<file path="config.mk">
export PLATFORM = sky130hd
export DESIGN_NAME = mri_monitor_regs
export DESIGN_NICKNAME = d
export VERILOG_FILES = /design/src/mri_pkg.sv /design/src/mri_monitor_regs.sv /design/src/mri_sync.sv
export SDC_FILE = /design/constraint.sdc
export NUM_CORES = 1
export LEC_CHECK = 0
export ABC_CLOCK_PERIOD_IN_PS = 5250
export CAP_MARGIN = 20
export CORE_AREA = 2 2 95 97
export CTS_CLUSTER_SIZE = 20
export DETAILED_ROUTE_END_ITERATION = 7
export DIE_AREA = 0 0 97 99
export DONT_BUFFER_PORTS = 1
export GPL_ROUTABILITY_DRIVEN = 0
export PLACE_DENSITY_LB_ADDON = 0.15
export SETUP_SLACK_MARGIN = 0.4
export SYNTH_ARGS = -nofsm -noshare
export SYNTH_HDL_FRONTEND = slang
export SYNTH_HIERARCHICAL = 1
export SYNTH_SLANG_ARGS = --single-unit
</file>
<file path="constraint.sdc">
create_clock -name i_clk -period 5.25 [get_ports i_clk]
set_input_delay 0.525 -clock i_clk [delete_from_list [all_inputs] [get_ports i_clk]]
set_output_delay 0.525 -clock i_clk [all_outputs]
set_load 0.02 [all_outputs]
</file>
<file path="src/mri_pkg.sv">
package mri_pkg;

   // register offsets on the serial management bus
   localparam logic [7:0] MRI_OFS_MAKER_IDENTIFIER = 8'h3e;
   localparam logic [7:0] MRI_OFS_PART_REVISION = 8'h3f;
   localparam logic [7:0] MRI_OFS_DEVICE_CONFIGURATION = 8'h40;
   localparam logic [7:0] MRI_OFS_INTERRUPT_STATUS = 8'h41;
   localparam logic [7:0] MRI_OFS_RESERVED_A = 8'h42;
   localparam logic [7:0] MRI_OFS_INTERRUPT_MASK = 8'h43;
   localparam logic [7:0] MRI_OFS_RESERVED_B = 8'h44;
   localparam logic [7:0] MRI_OFS_RESERVED_C = 8'h47;
   localparam logic [7:0] MRI_OFS_RESERVED_D = 8'h4a;
   localparam logic [7:0] MRI_OFS_INTERRUPT_STATUS_COPY = 8'h4c;

   // values after reset
   localparam logic [7:0] MRI_RST_DEVICE_CONFIGURATION = 8'h25;
   localparam logic [7:0] MRI_RST_INTERRUPT_STATUS = 8'h00;
   localparam logic [7:0] MRI_RST_INTERRUPT_MASK = 8'h00;
   localparam logic [7:0] MRI_RST_INTERRUPT_STATUS_COPY = 8'h00;

   // configuration field positions
   localparam int MRI_CONF_INT_ENABLE_BIT = 1;
   localparam int MRI_CONF_INT_CLEAR_BIT = 2;

   // part revision field positions
   localparam int MRI_REV_STEPPING_LSB = 0;
   localparam int MRI_REV_VERSION_LSB = 4;

   // identity values: arbitrary, chosen for this design
   localparam logic [7:0] MRI_MAKER_ID_DEFAULT = 8'h5a;
   localparam logic [3:0] MRI_VERSION_DEFAULT = 4'h3;
   localparam logic [3:0] MRI_STEPPING_DEFAULT = 4'h1;

   // serial bus slave address, plain default
   localparam logic [6:0] MRI_SLAVE_ADDR_DEFAULT = 7'h2c;

   // bits in one serial byte
   localparam logic [3:0] MRI_BYTE_BITS = 4'h8;

   // idle level of a released bus line
   localparam logic MRI_LINE_IDLE = 1'b1;

   typedef enum logic [3:0] {
      MRI_ST_IDLE = 4'b0000,
      MRI_ST_ADDR = 4'b0001,
      MRI_ST_ADDR_ACK = 4'b0010,
      MRI_ST_CMD = 4'b0011,
      MRI_ST_CMD_ACK = 4'b0100,
      MRI_ST_WDATA = 4'b0101,
      MRI_ST_WDATA_ACK = 4'b0110,
      MRI_ST_RDATA = 4'b0111,
      MRI_ST_RACK = 4'b1000
   } mri_state_type;

endpackage : mri_pkg

</file>
<file path="src/mri_monitor_regs.sv">
`timescale 1ns/1ps
// How it works
// - after reset the interrupt pin stays released until software rewrites the configuration.
// - software enables the pin by writing configuration with clear bit 2 low and enable bit 1 high.
// - with enable set but clear still high, events are recorded in status while the pin stays released.
// - the maker identifier at 0x3e is a fixed read-only byte that writes cannot change.
// - the revision at 0x3f shows stepping in bits 3..0 and version in bits 7..4.
// - reset loads configuration at 0x40 with 0x25.
// - reset clears interrupt status 0x41, interrupt mask 0x43 and status copy 0x4c.
// - addresses 0x42, 0x44, 0x47 and 0x4a are reserved with no function behind them.
// - setting the clear bit releases the pin and leaves interrupt status untouched.
module mri_monitor_regs
   import mri_pkg::*;
#(
   parameter logic [6:0] SLAVE_ADDR = MRI_SLAVE_ADDR_DEFAULT,
   parameter logic [7:0] MAKER_ID = MRI_MAKER_ID_DEFAULT,
   parameter logic [3:0] VERSION = MRI_VERSION_DEFAULT,
   parameter logic [3:0] STEPPING = MRI_STEPPING_DEFAULT
) (
   input wire logic i_clk,
   input wire logic i_srst,
   input wire logic i_scl,
   input wire logic i_sda_in,
   output logic o_sda_out,
   output logic o_sda_oe,
   input wire logic [7:0] i_event,
   output logic o_int_n_out,
   output logic o_int_n_oe,
   output logic [7:0] o_config,
   output logic [7:0] o_int_status
);

   logic scl_f;
   logic sda_f;
   logic scl_prev_reg;
   logic sda_prev_reg;
   logic scl_rise;
   logic scl_fall;
   logic bus_start;
   logic bus_stop;

   mri_state_type state_reg;
   mri_state_type state_next;
   logic [3:0] bit_cnt_reg;
   logic [3:0] bit_cnt_next;
   logic [7:0] shift_reg;
   logic [7:0] shift_next;
   logic [7:0] tx_reg;
   logic [7:0] tx_next;
   logic [7:0] pointer_reg;
   logic [7:0] pointer_next;
   logic is_read_reg;
   logic is_read_next;
   logic nack_reg;
   logic nack_next;
   logic sda_drive_reg;
   logic sda_drive_next;
   logic wr_stb;
   logic rd_stb;

   logic [7:0] conf_reg;
   logic [7:0] mask_reg;
   logic [7:0] status_reg;
   logic [7:0] status_copy_reg;
   logic [7:0] status_clr;
   logic int_drive_reg;
   logic int_request;
   logic [7:0] rd_data;

   mri_sync #(
      .RESET_VAL(MRI_LINE_IDLE)
   ) u_scl_sync (
      .i_clk(i_clk),
      .i_srst(i_srst),
      .i_pin(i_scl),
      .o_level(scl_f)
   );

   mri_sync #(
      .RESET_VAL(MRI_LINE_IDLE)
   ) u_sda_sync (
      .i_clk(i_clk),
      .i_srst(i_srst),
      .i_pin(i_sda_in),
      .o_level(sda_f)
   );

   always_ff @(posedge i_clk) begin
      if (i_srst) begin
         scl_prev_reg <= MRI_LINE_IDLE;
         sda_prev_reg <= MRI_LINE_IDLE;
      end else begin
         scl_prev_reg <= scl_f;
         sda_prev_reg <= sda_f;
      end
   end

   assign scl_rise = scl_f & ~scl_prev_reg;
   assign scl_fall = ~scl_f & scl_prev_reg;
   assign bus_start = scl_f & scl_prev_reg & sda_prev_reg & ~sda_f;
   assign bus_stop = scl_f & scl_prev_reg & ~sda_prev_reg & sda_f;

   // read mux: unmapped and reserved addresses give zero
   always_comb begin
      unique case (pointer_reg)
         MRI_OFS_MAKER_IDENTIFIER: rd_data = MAKER_ID;
         MRI_OFS_PART_REVISION: begin
            rd_data = 8'h00;
            rd_data[MRI_REV_STEPPING_LSB +: 4] = STEPPING;
            rd_data[MRI_REV_VERSION_LSB +: 4] = VERSION;
         end
         MRI_OFS_DEVICE_CONFIGURATION: rd_data = conf_reg;
         MRI_OFS_INTERRUPT_STATUS: rd_data = status_reg;
         MRI_OFS_INTERRUPT_MASK: rd_data = mask_reg;
         MRI_OFS_INTERRUPT_STATUS_COPY: rd_data = status_copy_reg;
         default: rd_data = 8'h00;
      endcase
   end

   // serial slave sequencing
   always_comb begin
      state_next = state_reg;
      bit_cnt_next = bit_cnt_reg;
      shift_next = shift_reg;
      tx_next = tx_reg;
      pointer_next = pointer_reg;
      is_read_next = is_read_reg;
      nack_next = nack_reg;
      sda_drive_next = sda_drive_reg;
      wr_stb = 1'b0;
      rd_stb = 1'b0;
      if (bus_stop) begin
         state_next = MRI_ST_IDLE;
         sda_drive_next = 1'b0;
      end else if (bus_start) begin
         state_next = MRI_ST_ADDR;
         bit_cnt_next = 4'h0;
         sda_drive_next = 1'b0;
      end else begin
         unique case (state_reg)
            MRI_ST_IDLE: begin
               sda_drive_next = 1'b0;
            end
            MRI_ST_ADDR, MRI_ST_CMD, MRI_ST_WDATA: begin
               if (scl_rise && bit_cnt_reg != MRI_BYTE_BITS) begin
                  shift_next = {shift_reg[6:0], sda_f};
                  bit_cnt_next = bit_cnt_reg + 4'h1;
               end else if (scl_fall && bit_cnt_reg == MRI_BYTE_BITS) begin
                  sda_drive_next = 1'b1;
                  if (state_reg == MRI_ST_ADDR) begin
                     if (shift_reg[7:1] == SLAVE_ADDR) begin
                        is_read_next = shift_reg[0];
                        state_next = MRI_ST_ADDR_ACK;
                     end else begin
                        sda_drive_next = 1'b0;
                        state_next = MRI_ST_IDLE;
                     end
                  end else if (state_reg == MRI_ST_CMD) begin
                     pointer_next = shift_reg;
                     state_next = MRI_ST_CMD_ACK;
                  end else begin
                     // every data byte is acknowledged, even when ignored
                     wr_stb = 1'b1;
                     state_next = MRI_ST_WDATA_ACK;
                  end
               end
            end
            MRI_ST_ADDR_ACK, MRI_ST_CMD_ACK, MRI_ST_WDATA_ACK: begin
               if (scl_fall) begin
                  bit_cnt_next = 4'h0;
                  if (state_reg == MRI_ST_ADDR_ACK && is_read_reg) begin
                     tx_next = rd_data;
                     sda_drive_next = ~rd_data[7];
                     rd_stb = 1'b1;
                     state_next = MRI_ST_RDATA;
                  end else begin
                     sda_drive_next = 1'b0;
                     state_next = (state_reg == MRI_ST_ADDR_ACK) ?
                                  MRI_ST_CMD : MRI_ST_WDATA;
                  end
               end
            end
            MRI_ST_RDATA: begin
               if (scl_fall) begin
                  bit_cnt_next = bit_cnt_reg + 4'h1;
                  if (bit_cnt_reg + 4'h1 == MRI_BYTE_BITS) begin
                     sda_drive_next = 1'b0;
                     state_next = MRI_ST_RACK;
                  end else begin
                     tx_next = {tx_reg[6:0], 1'b0};
                     sda_drive_next = ~tx_reg[6];
                  end
               end
            end
            MRI_ST_RACK: begin
               if (scl_rise) begin
                  nack_next = sda_f;
               end else if (scl_fall) begin
                  bit_cnt_next = 4'h0;
                  if (nack_reg) begin
                     state_next = MRI_ST_IDLE;
                  end else begin
                     tx_next = rd_data;
                     sda_drive_next = ~rd_data[7];
                     rd_stb = 1'b1;
                     state_next = MRI_ST_RDATA;
                  end
               end
            end
            default: begin
               sda_drive_next = 1'b0;
               state_next = MRI_ST_IDLE;
            end
         endcase
      end
   end

   always_ff @(posedge i_clk) begin
      if (i_srst) begin
         state_reg <= MRI_ST_IDLE;
         bit_cnt_reg <= 4'h0;
      end else begin
         state_reg <= state_next;
         bit_cnt_reg <= bit_cnt_next;
      end
   end

   always_ff @(posedge i_clk) begin
      if (i_srst) begin
         shift_reg <= 8'h00;
         tx_reg <= 8'h00;
         is_read_reg <= 1'b0;
         nack_reg <= 1'b0;
      end else begin
         shift_reg <= shift_next;
         tx_reg <= tx_next;
         is_read_reg <= is_read_next;
         nack_reg <= nack_next;
      end
   end

   always_ff @(posedge i_clk) begin
      if (i_srst) begin
         pointer_reg <= 8'h00;
      end else begin
         pointer_reg <= pointer_next;
      end
   end

   always_ff @(posedge i_clk) begin
      if (i_srst) begin
         sda_drive_reg <= 1'b0;
      end else begin
         sda_drive_reg <= sda_drive_next;
      end
   end

   // writable registers; read-only and reserved offsets ignore writes
   always_ff @(posedge i_clk) begin
      if (i_srst) begin
         conf_reg <= MRI_RST_DEVICE_CONFIGURATION;
      end else if (wr_stb && pointer_reg == MRI_OFS_DEVICE_CONFIGURATION) begin
         conf_reg <= shift_reg;
      end
   end

   always_ff @(posedge i_clk) begin
      if (i_srst) begin
         mask_reg <= MRI_RST_INTERRUPT_MASK;
      end else if (wr_stb && pointer_reg == MRI_OFS_INTERRUPT_MASK) begin
         mask_reg <= shift_reg;
      end
   end

   // status clears when read; an event in the same cycle wins
   assign status_clr = (rd_stb && pointer_reg == MRI_OFS_INTERRUPT_STATUS) ?
                       8'hff : 8'h00;

   always_ff @(posedge i_clk) begin
      if (i_srst) begin
         status_reg <= MRI_RST_INTERRUPT_STATUS;
      end else begin
         // recorded whatever the pin enables say
         status_reg <= (status_reg & ~status_clr) | i_event;
      end
   end

   always_ff @(posedge i_clk) begin
      if (i_srst) begin
         status_copy_reg <= MRI_RST_INTERRUPT_STATUS_COPY;
      end else begin
         status_copy_reg <= status_reg;
      end
   end

   // pin pulled low only with enable set and clear low
   assign int_request = conf_reg[MRI_CONF_INT_ENABLE_BIT] &
                        ~conf_reg[MRI_CONF_INT_CLEAR_BIT] &
                        (|(status_reg & ~mask_reg));

   always_ff @(posedge i_clk) begin
      if (i_srst) begin
         int_drive_reg <= 1'b0;
      end else begin
         int_drive_reg <= int_request;
      end
   end

   assign o_sda_out = 1'b0;
   assign o_sda_oe = sda_drive_reg;
   assign o_int_n_out = 1'b0;
   assign o_int_n_oe = int_drive_reg;
   assign o_config = conf_reg;
   assign o_int_status = status_reg;

endmodule : mri_monitor_regs

</file>
<file path="src/mri_sync.sv">
`timescale 1ns/1ps
module mri_sync
   import mri_pkg::*;
#(
   parameter logic RESET_VAL = MRI_LINE_IDLE
) (
   input wire logic i_clk,
   input wire logic i_srst,
   input wire logic i_pin,
   output logic o_level
);

   logic s1_reg;
   logic s2_reg;
   logic s3_reg;
   logic level_reg;

   always_ff @(posedge i_clk) begin
      if (i_srst) begin
         s1_reg <= RESET_VAL;
         s2_reg <= RESET_VAL;
         s3_reg <= RESET_VAL;
      end else begin
         s1_reg <= i_pin;
         s2_reg <= s1_reg;
         s3_reg <= s2_reg;
      end
   end

   // a change counts once the second and third stage agree
   always_ff @(posedge i_clk) begin
      if (i_srst) begin
         level_reg <= RESET_VAL;
      end else if (s2_reg == s3_reg) begin
         level_reg <= s3_reg;
      end
   end

   assign o_level = level_reg;

endmodule : mri_sync
</file>
==> results of run 1 <==
-- cell type report --
cell class / instances / area [sq um] / area share
Multi-Input combinational cell: 306 / 2040 / 0.505
Sequential cell: 77 / 1540 / 0.381
Tap cell: 108 / 135 / 0.0334
Clock buffer: 10 / 128 / 0.0316
Inverter: 27 / 101 / 0.0251
Clock inverter: 6 / 87.6 / 0.0217
Timing Repair Buffer: 1 / 7.51 / 0.00186
-- cells in the mapped netlist, drive strengths merged (5+ instances only) --
library cell	n	share of area
a311oi	6	0.014
nor2	54	0.053
a211o	5	0.012
nor4b	5	0.019
buf	12	0.017
a22oi	7	0.014
nand3	8	0.015
a21oi	21	0.028
clkbuf	13	0.013
dfxtp	77	0.41
nor2b	8	0.013
nand2b	9	0.015
nor3	8	0.013
o21ai	26	0.034
nand2	21	0.021
inv	27	0.027
or2	11	0.018
mux2	5	0.015
mux2i	33	0.087
a211oi	5	0.0099
o22ai	10	0.016
-- path summary, 6_finish.rpt --
kind | start | to | cells past startpoint | slack [ns]
max | state_reg[1]$_SDFFE_PP0P_ | tx_reg[4]$_SDFFE_PP0P_ | 5 | 2.64
min | i_srst | status_copy_reg[3]$_SDFF_PP0_ | 1 | 0.25
max reg2reg | state_reg[1]$_SDFFE_PP0P_ | tx_reg[4]$_SDFFE_PP0P_ | 5 | 2.64
min reg2reg | u_sda_sync/s1_reg$_SDFF_PP1_ | u_sda_sync/s2_reg$_SDFF_PP1_ | 1 | 0.42
-- per-layer routing --
layer  GRT usage  part of all wire
met4      0.0661             0.017
met2       0.285              0.45
met3      0.0404             0.046
met1       0.272              0.49
met5           0                 0
-- where the power goes --
part           total (uW)  switching (uW)  internal [uW]
logic                26.7            14.9           11.8
clock network         492             226            267
registers             613            17.1            595
-- worst max-delay path, stage by stage (launching register included) --
cell and delay (ns):
dfxtp_1 0.77, and2_1 0.37, o311ai_1 0.24, nor3_2 0.71, a21oi_1 0.13, a311oi_1 0.28
-- stage by stage --
step	cells	power, uW	utilization	instance area (sq um)	worst slack, ns
after floorplan	435	651	-	3800	3.31
after global placement	518	652	0.447	3820	2.40
after detailed placement	518	653	0.447	3820	2.26
after CTS	534	1140	0.472	4030	2.25
after global routing	535	1170	0.473	4040	2.39
final	535	1130	0.473	4040	2.64
-- cell families (layout without fill, tap and decap cells) --
| family | count (synthesis) | count (layout) | synth area share |
|---|---|---|---|
| buffers and inverters | 52 | 44 | 0.0567 |
| AO/OA/AOI/OAI | 113 | 113 | 0.202 |
| AND/OR/NAND/NOR | 150 | 150 | 0.223 |
| adder cells (fa/ha/maj) | 3 | 3 | 0.00923 |
| other | 1 | 2 | 0.000988 |
| multiplexers | 38 | 38 | 0.102 |
| flip-flops | 77 | 77 | 0.406 |
==> run_results.csv, run 1 <==
group,metric,value,unit
cells_and_area,num-fill-cells,825,
timing,max_clock_freq,383,MHz
synthesis,async_reset_ff_frac,0,
worst_setup_path,crit_fanout,21,
synthesis,synth_ff_type,"dfxtp_1",
synthesis,ys_types,65,
cts,cts_root_buffer,"clkbuf_8",
die,start_util,0.444,
route,wl_per_cell,16.8,um
timing,hold_viol,0,
timing,slew_violations,0,
cts,postCtsSetupBuffers,0,
synthesis,synth-edff-count,0,
route,ant_nets,0,
route,wl,8970,um
timing,clock_skew,0.0192,ns
grt,grt_pass1_vias,2806,
cells_and_area,drive_above_1_share,0.0913,
synthesis,netlist_area,3790,sq um
timing,hold_ws,0.251,ns
timing,rsz0062_at_grt,"no",
cells_and_area,final_common_cell,"dfxtp_1",
power_and_ir_drop,power_density,280,nW/um^2
cts,cts_sinks,77,
route,num_vias,3115,
cells_and_area,layout_common_cells,"dfxtp_1 (77), nor2_1 (54), mux2i_1 (33), inv_1 (27)",
timing,tightest_slew,0.919,ns
timing,fin_crit_sh,0.497,
cts,path_clk_slew,0.09,ns
worst_setup_path,crit_required,5.51,ns
timing,tns,0,ns
worst_setup_path,worst_ep_arrival_time,2.87,ns
worst_setup_path,start_kind,"flop",
grt,grt.total_usage,0.190,
worst_setup_path,crit_type,"flop to flop",
job,drv_cap,0,
cells_and_area,nets,436,
cells_and_area,area.growth.synth_to_final,6.53,%
route,drtPass1Iterations,5,
power_and_ir_drop,cellLeakagePower,0.00146,uW
worst_hold_path,hp-class,"input pin to flop",
synthesis,synthCells,434,
synthesis,avgSynthCellArea,8.74,sq um
synthesis,synth_seq_cells,77,
die,fp.dieH,99,um
die,core_region_area,8550,sq um
cts,htreeDepth,3,
cts,cts_resized,0,
cts,clk_latency,0.36,ns
cts,holdBufCountCts,0,
synthesis,yosys_warnings,6,
die,io_pins,32,
grt,antenna_found_initial,0,
power_and_ir_drop,worst_ir_drop_vdd,0.000152,V
die,die_w,97,um
place,placement.io_buffers,0,
route,drcViolationCount,0,
timing,max_slew_margin,0.384,
run_status,outcome,"completed",
cts,numCtsBuffers,9,
cts,tritoncts,"done",
timing,setup_viol,0,
worst_setup_path,worst_setup_path_end_kind,"flop",
cells_and_area,num_antenna_cells,0,
route,vias_per_cell,5.82,
grt,grt-ovfl-total,0,
grt,grt_pass1_wl,14600,um
timing,fin_crit,2.61,ns
die,num_rows,34,
synthesis,yosysSeqAreaShare,0.406,
die,die-area,9600,sq um
grt,grt_max_degree,78,
cts,clock_path_buffers,2,
route,drt_iter0_drc,318,
place,hpwl,6410,um
No activity file was read; power rests on OpenSTA's default activity.
==> run 2, diff against run 1 <==
--- a/config.mk
+++ b/config.mk
@@ -5,7 +5,8 @@
 export SDC_FILE = /design/constraint.sdc
 export NUM_CORES = 1
 export LEC_CHECK = 0
-export ABC_CLOCK_PERIOD_IN_PS = 5250
+export ABC_AREA = 1
+export ABC_CLOCK_PERIOD_IN_PS = 2500
 export CAP_MARGIN = 20
 export CORE_AREA = 2 2 95 97
 export CTS_CLUSTER_SIZE = 20
==> constraint.sdc (replaced) <==
create_clock -name i_clk -period 2.5 [get_ports i_clk]
set_input_delay 0.25 -clock i_clk [delete_from_list [all_inputs] [get_ports i_clk]]
set_output_delay 0.25 -clock i_clk [all_outputs]
set_load 0.02 [all_outputs]
==> run_results.csv, run 2 <==
group,metric,value,unit
place,dp.cells,655,
place,dpl_cell_area,3880,sq um
synthesis,synth_simple_gate_area_frac,0.348,
worst_setup_path,worst_setup_path_end_kind,"flop",
cts,path_clk_slew,0.09,ns
synthesis,synth_top_area_cell,"dfxtp_1",
cts,postCtsSetupBuffers,0,
die,die_w,97,um
die,num_rows,34,
timing,max_clock_freq,523,MHz
power_and_ir_drop,p_seq_frac,0.496,
synthesis,synth_seq_cells,77,
synthesis,synthMuxAreaShare,0,
run_status,outcome,"completed",
grt,grt_pass1_vias,3387,
worst_setup_path,crit_type,"flop to flop",
worst_setup_path,r2r_slack,0.59,ns
cells_and_area,drive_above_1_share,0.100,
cts,cts_sinks,77,
worst_setup_path,cp_num_buf_inv,1,
synthesis,yosysTopAreaCellShare,0.406,
power_and_ir_drop,switching_share,0.279,
route,drcViolationCount,0,
die,start_util,0.444,
worst_setup_path,ff2ff_path_depth,9,
synthesis,ys_top_cells_by_count,"nand2_1 (110), inv_1 (82), dfxtp_1 (77)",
grt,grt-ovfl-total,0,
worst_setup_path,crit_fanout,16,
synthesis,synth-edff-count,0,
timing,slew_violations,0,
power_and_ir_drop,power_density,652,nW/um^2
worst_hold_path,hp-class,"input pin to flop",
route,wl,9460,um
timing,rsz0062_at_grt,"no",
timing,tns,0,ns
worst_setup_path,slowest_delay,0.36,ns
cts,numCtsBuffers,9,
worst_setup_path,worst_ep_arrival_time,2.14,ns
power_and_ir_drop,power_switching,756,uW
worst_setup_path,r2r-end,"mask_reg[5]$_SDFFE_PP0P_",
synthesis,synthCells,557,
route,drt_iter0_drc,170,
cells_and_area,num-fill-cells,877,
synthesis,netlist_area,3790,sq um
die,die-area,9600,sq um
place,placement.io_buffers,0,
synthesis,yosysSeqAreaShare,0.406,
timing,hold_viol,0,
cells_and_area,final_util,0.486,
worst_setup_path,path_cells,"inv_1 > ha_1 > nand3_1 > nor2_4 > nand2_2 > nor2_4 > nand2_2 > o21ai_0 > a21oi_1",
grt,grt_pass1_wl,16200,um
worst_setup_path,r2r_start,"bit_cnt_reg[0]$_SDFFE_PP0P_",
route,ant_nets,0,
worst_setup_path,crit_required,2.73,ns
worst_setup_path,cp_num_cells,9,
job,drv_cap,0,
synthesis,yosys_warnings,6,
synthesis,synth_top_family_by_area,"simple AND/OR/NAND/NOR gates",
timing,fin_crit,1.91,ns
die,fp.dieH,99,um
synthesis,synth_compound_area_frac,0.127,
route,vias_per_cell,5.02,
cells_and_area,area.growth.synth_to_final,9.59,%
worst_setup_path,crit_slowest_cell,"dfxtp_1",
synthesis,synth_adder_area_share,0.00659,
die,io_pins,32,
route,num_vias,3394,
cts,htreeDepth,3,
route,drtPass1Iterations,5,
synthesis,synth_ff_type,"dfxtp_1",
cells_and_area,final_common_cell,"nand2_1",
grt,grt_max_degree,34,
cells_and_area,fin_area,4160,sq um
cts,tritoncts,"done",
synthesis,yosysMostFrequentCell,"nand2_1",
place,hpwl,6990,um
cts,clock_path_buffers,2,
worst_hold_path,min_from,"i_event[3]",
timing,setup_viol,0,
route,wl_per_cell,14.0,um
cts,clk_latency,0.35,ns
grt,antenna_found_initial,0,
power_and_ir_drop,power.share.clock,0.399,
synthesis,async_reset_ff_frac,0,
worst_hold_path,min_to,"o_int_status[3]$_SDFF_PP0_",
grt,grt.total_usage,0.207,
synthesis,avgSynthCellArea,6.81,sq um
cells_and_area,stdcell_count,676,
synthesis,synth-xor-area-share,0,
power_and_ir_drop,cellLeakagePower,0.00185,uW
cells_and_area,nets,577,
synthesis,synth_area_leaders,"dfxtp_1 (41%), nand2_1 (11%), inv_1 (8.1%), nor2_1 (7.3%), nand3_1 (5.7%)",
timing,max_slew_margin,0.553,
cts,cts_root_buffer,"clkbuf_8",
die,core_region_area,8550,sq um
worst_setup_path,start_kind,"flop",
power_and_ir_drop,p_int,1950,uW
timing,clock_skew,0.00888,ns
power_and_ir_drop,p_comb_frac,0.106,
timing,fin_crit_sh,0.765,
timing,tightest_slew,0.669,ns
worst_setup_path,cp_top_family,"simple AND/OR/NAND/NOR gates",
power_and_ir_drop,worst_ir_drop_vdd,0.000432,V
synthesis,ys_types,36,
worst_setup_path,setup.worst_path.start,"bit_cnt_reg[0]$_SDFFE_PP0P_",
cells_and_area,num_antenna_cells,0,
worst_hold_path,min_path_cells,2,
cells_and_area,layout_common_cells,"nand2_1 (110), inv_1 (82), dfxtp_1 (77), nor2_1 (74)",
==> run 2: cell types whose count changed after synthesis, sizes merged, moves of 7 or more <==
cell	delta
nand4	+11
inv	+62
mux2i	-33
nand2	+95
nor2b	-8
nand2b	-9
nand3	+40
o21ai	+21
clkbuf	-9
a21oi	+14
nor2	+33
a22oi	-7
==> run 2: what timing repair did <==
action	CTS	global route
endpoints found under the hold margin	15	1
endpoints found under the setup margin	0	0
hold buffers	4	1
resized for setup	0	0
==> run 2: power groups by stage <==
stage | clock network, uW | registers [uW] | logic [uW]
after CTS | 1100 | 1340 | 287
after global routing | 1160 | 1350 | 337
after detailed placement | 0 | 1370 | 277
final | 1080 | 1340 | 286
after global placement | 0 | 1370 | 272
after floorplan | 0 | 1350 | 244
==> run 2: worst reg2reg max path, stage by stage, from the launching register on <==
cell and delay (ns):
dfxtp_1 0.36, inv_1 0.10, ha_1 0.14, nand3_1 0.16
nor2_4 0.22, nand2_2 0.09, nor2_4 0.15, nand2_2 0.23
o21ai_0 0.28, a21oi_1 0.06
==> run 2: cells by family after synthesis <==
logic type,Yosys count
simple gates,282
buf+inv,105
compound gates,90
flops,77
fa+ha+maj,2
other cells,1
==> run 2: cell type report <==
type | instances | area (sq um) | share of cell area
tap | 108 | 135 | 0.0325
clock buffer | 9 | 124 | 0.0298
timing repair buffer | 9 | 80.1 | 0.0193
inverter | 90 | 338 | 0.0812
clock inverter | 7 | 105 | 0.0253
multi-input combinational | 376 | 1840 | 0.441
sequential | 77 | 1540 | 0.371
==> run 2: stage by stage <==
stage	worst slack, ns	power (uW)	hold slack [ns]
after global placement	0.628	1650	0.325
after global routing	0.468	2850	0.0223
final	0.588	2710	0.0187
after detailed placement	0.617	1650	0.325
after floorplan	0.997	1590	0.330
after CTS	0.594	2730	0.00170
==> run 2: worst max path at each step <==
stage / endpoint
after floorplan: mask_reg[6]$_SDFFE_PP0P_
after detailed placement: mask_reg[5]$_SDFFE_PP0P_
after global placement: mask_reg[5]$_SDFFE_PP0P_
after CTS: mask_reg[5]$_SDFFE_PP0P_
final: mask_reg[5]$_SDFFE_PP0P_
after global routing: mask_reg[5]$_SDFFE_PP0P_
==> run 2: routing by layer <==
metal	wire, um	vias to the layer above	GRT usage
li1	-	1780	-
met1	4290	1523	0.261
met2	4530	75	0.352
met3	433	16	0.0482
met4	208	0	0.0704
met5	0	-	0
==> run 3, diff against run 2 <==
--- a/config.mk
+++ b/config.mk
@@ -6,7 +6,7 @@
 export NUM_CORES = 1
 export LEC_CHECK = 0
 export ABC_AREA = 1
-export ABC_CLOCK_PERIOD_IN_PS = 2500
+export ABC_CLOCK_PERIOD_IN_PS = 1900
 export CAP_MARGIN = 20
 export CORE_AREA = 2 2 95 97
 export CTS_CLUSTER_SIZE = 20
==> constraint.sdc (replaced) <==
create_clock -name i_clk -period 1.9 [get_ports i_clk]
set_input_delay 0.19 -clock i_clk [delete_from_list [all_inputs] [get_ports i_clk]]
set_output_delay 0.19 -clock i_clk [all_outputs]
set_load 0.02 [all_outputs]
==> run_results.csv, run 3 (synthesis gave the netlist of run 2 again) <==
group,metric,value,unit
power_and_ir_drop,power_density,754,nW/um^2
run_status,outcome,"completed",
power_and_ir_drop,worst_ir_drop_vdd,0.000394,V
timing,hold_viol,0,
die,start_util,0.444,
worst_setup_path,setup.worst_path.start,"state_reg[2]$_SDFFE_PP0P_",
worst_hold_path,min_path_cells,3,
grt,antenna_found_initial,0,
cells_and_area,drive_above_1_share,0.303,
worst_setup_path,ff2ff_path_depth,9,
place,hpwl,6810,um
cells_and_area,multiInputGateArea,2200,sq um
job,drv_cap,0,
timing,clock_skew,0.0109,ns
die,die-area,9600,sq um
worst_setup_path,crit_slowest_cell,"dfxtp_4",
worst_setup_path,critPathCapture,"mask_reg[5]$_SDFFE_PP0P_",
die,fp.dieH,99,um
cells_and_area,final_util,0.579,
grt,grt-ovfl-total,0,
worst_setup_path,worst_setup_path_end_kind,"flop",
route,drcViolationCount,0,
worst_setup_path,path_common_cell,"nand2_2",
route,wl_per_cell,14.4,um
timing,setup_viol,0,
worst_setup_path,slowest_delay,0.40,ns
route,num_vias,3680,
die,core_region_area,8550,sq um
route,ant_nets,0,
worst_setup_path,start_kind,"flop",
timing,fin_crit,1.57,ns
die,io_pins,32,
worst_setup_path,path_cells,"inv_2 > nor2_2 > nand3_2 > nand2_2 > nand2_2 > nor2_4 > nand2_4 > o21ai_2 > a21oi_1",
worst_setup_path,worst_ep_arrival_time,1.81,ns
cells_and_area,num-fill-cells,752,
timing,rsz0062_at_grt,"yes",
die,num_rows,34,
cells_and_area,num_antenna_cells,0,
cells_and_area,stdcell_count,718,
grt,grt_max_degree,47,
worst_setup_path,crit_required,2.14,ns
power_and_ir_drop,cellLeakagePower,0.00217,uW
timing,tightest_slew,0.838,ns
route,wl,10300,um
cts,tritoncts,"done",
cells_and_area,final-seq-area,1570,sq um
route,vias_per_cell,5.13,
route,drt_iter0_drc,155,
timing,max_clock_freq,637,MHz
cts,clk_latency,0.35,ns
cts,htreeDepth,3,
timing,max_slew_margin,0.439,
timing,fin_crit_sh,0.826,
worst_setup_path,crit_fanout,8,
route,drtPass1Iterations,4,
worst_hold_path,hp-class,"input pin to flop",
place,dp.cells,657,
die,die_w,97,um
timing,slew_violations,0,
cells_and_area,final_common_cell,"nand2_1",
cts,path_clk_slew,0.08,ns
grt,grt_pass1_wl,16600,um
cells_and_area,nets,619,
place,placement.io_buffers,0,
grt,grt_pass1_vias,3367,
worst_setup_path,r2r_slack,0.33,ns
cells_and_area,area.growth.synth_to_final,30.5,%
worst_setup_path,r2r-end,"mask_reg[5]$_SDFFE_PP0P_",
cts,numCtsBuffers,9,
worst_setup_path,r2r_start,"state_reg[2]$_SDFFE_PP0P_",
cts,cts_root_buffer,"clkbuf_8",
timing,tns,0,ns
grt,grt.total_usage,0.214,
cts,clock_path_buffers,2,
cts,cts_sinks,77,
cells_and_area,layout_common_cells,"nand2_1 (89), inv_1 (72), nor2_1 (63), dfxtp_1 (62), nand3_1 (37)",
worst_setup_path,crit_type,"flop to flop",
[run 3: metal layers]
layer,share of wire,vias up,global-route usage
met2,0.50,75,0.368
met1,0.44,1714,0.268
met3,0.042,20,0.0546
met4,0.021,0,0.0585
li1,-,1871,-
met5,0,-,0
[run 3: where the power goes]
group	internal [uW]	switching, uW
combinational	237	322
clock	778	622
sequential	1680	93.9
[run 3: worst min path at each step]
stage / startpoint / to / slack (ns)
global route: i_srst / o_int_status[0]$_SDFF_PP0_ / 0.21
finish: i_srst / o_int_status[1]$_SDFF_PP0_ / 0.19
detailed placement: i_srst / is_read_reg$_SDFFE_PP0P_ / 0.26
global placement: i_srst / is_read_reg$_SDFFE_PP0P_ / 0.26
floorplan: i_srst / u_scl_sync/s3_reg$_SDFF_PP1_ / 0.27
CTS: i_srst / o_int_status[7]$_SDFF_PP0_ / 0.17
[run 3: layout make-up]
cell class	count	share of cell area
clock buffers	11	0.0285
clock inverters	5	0.0169
inverters	90	0.0692
multi-input cells	378	0.445
flip-flops and latches	77	0.318
well taps	108	0.0273
repair buffers	49	0.0960
[run 3: stage by stage]
stage	hold WS (ns)	total power [uW]	instance area (sq um)	setup WS, ns
after floorplan	0.270	2100	3800	0.422
after global placement	0.264	2170	3920	0.219
after detailed placement	0.265	2170	3920	0.184
after CTS	0.167	3680	4510	0.323
after global routing	0.214	3910	4950	0.256
final	0.193	3730	4950	0.331
[run 3: timing repair]
action,in CTS,in global routing
buffers inserted,11,20
hold buffers,11,0
gates cloned,3,0
setup endpoints to repair,57,54
pin swaps,18,33
gates resized for setup,53,95
hold endpoints to repair,27,0
[run 3: worst max-delay path, delay by kind of cell, from the launching register on]
family	cells	cell delay, ns
flip-flops	1	0.40
AND/OR/NAND/NOR	6	0.76
buffers and inverters	1	0.08
AO/OA/AOI/OAI	2	0.21
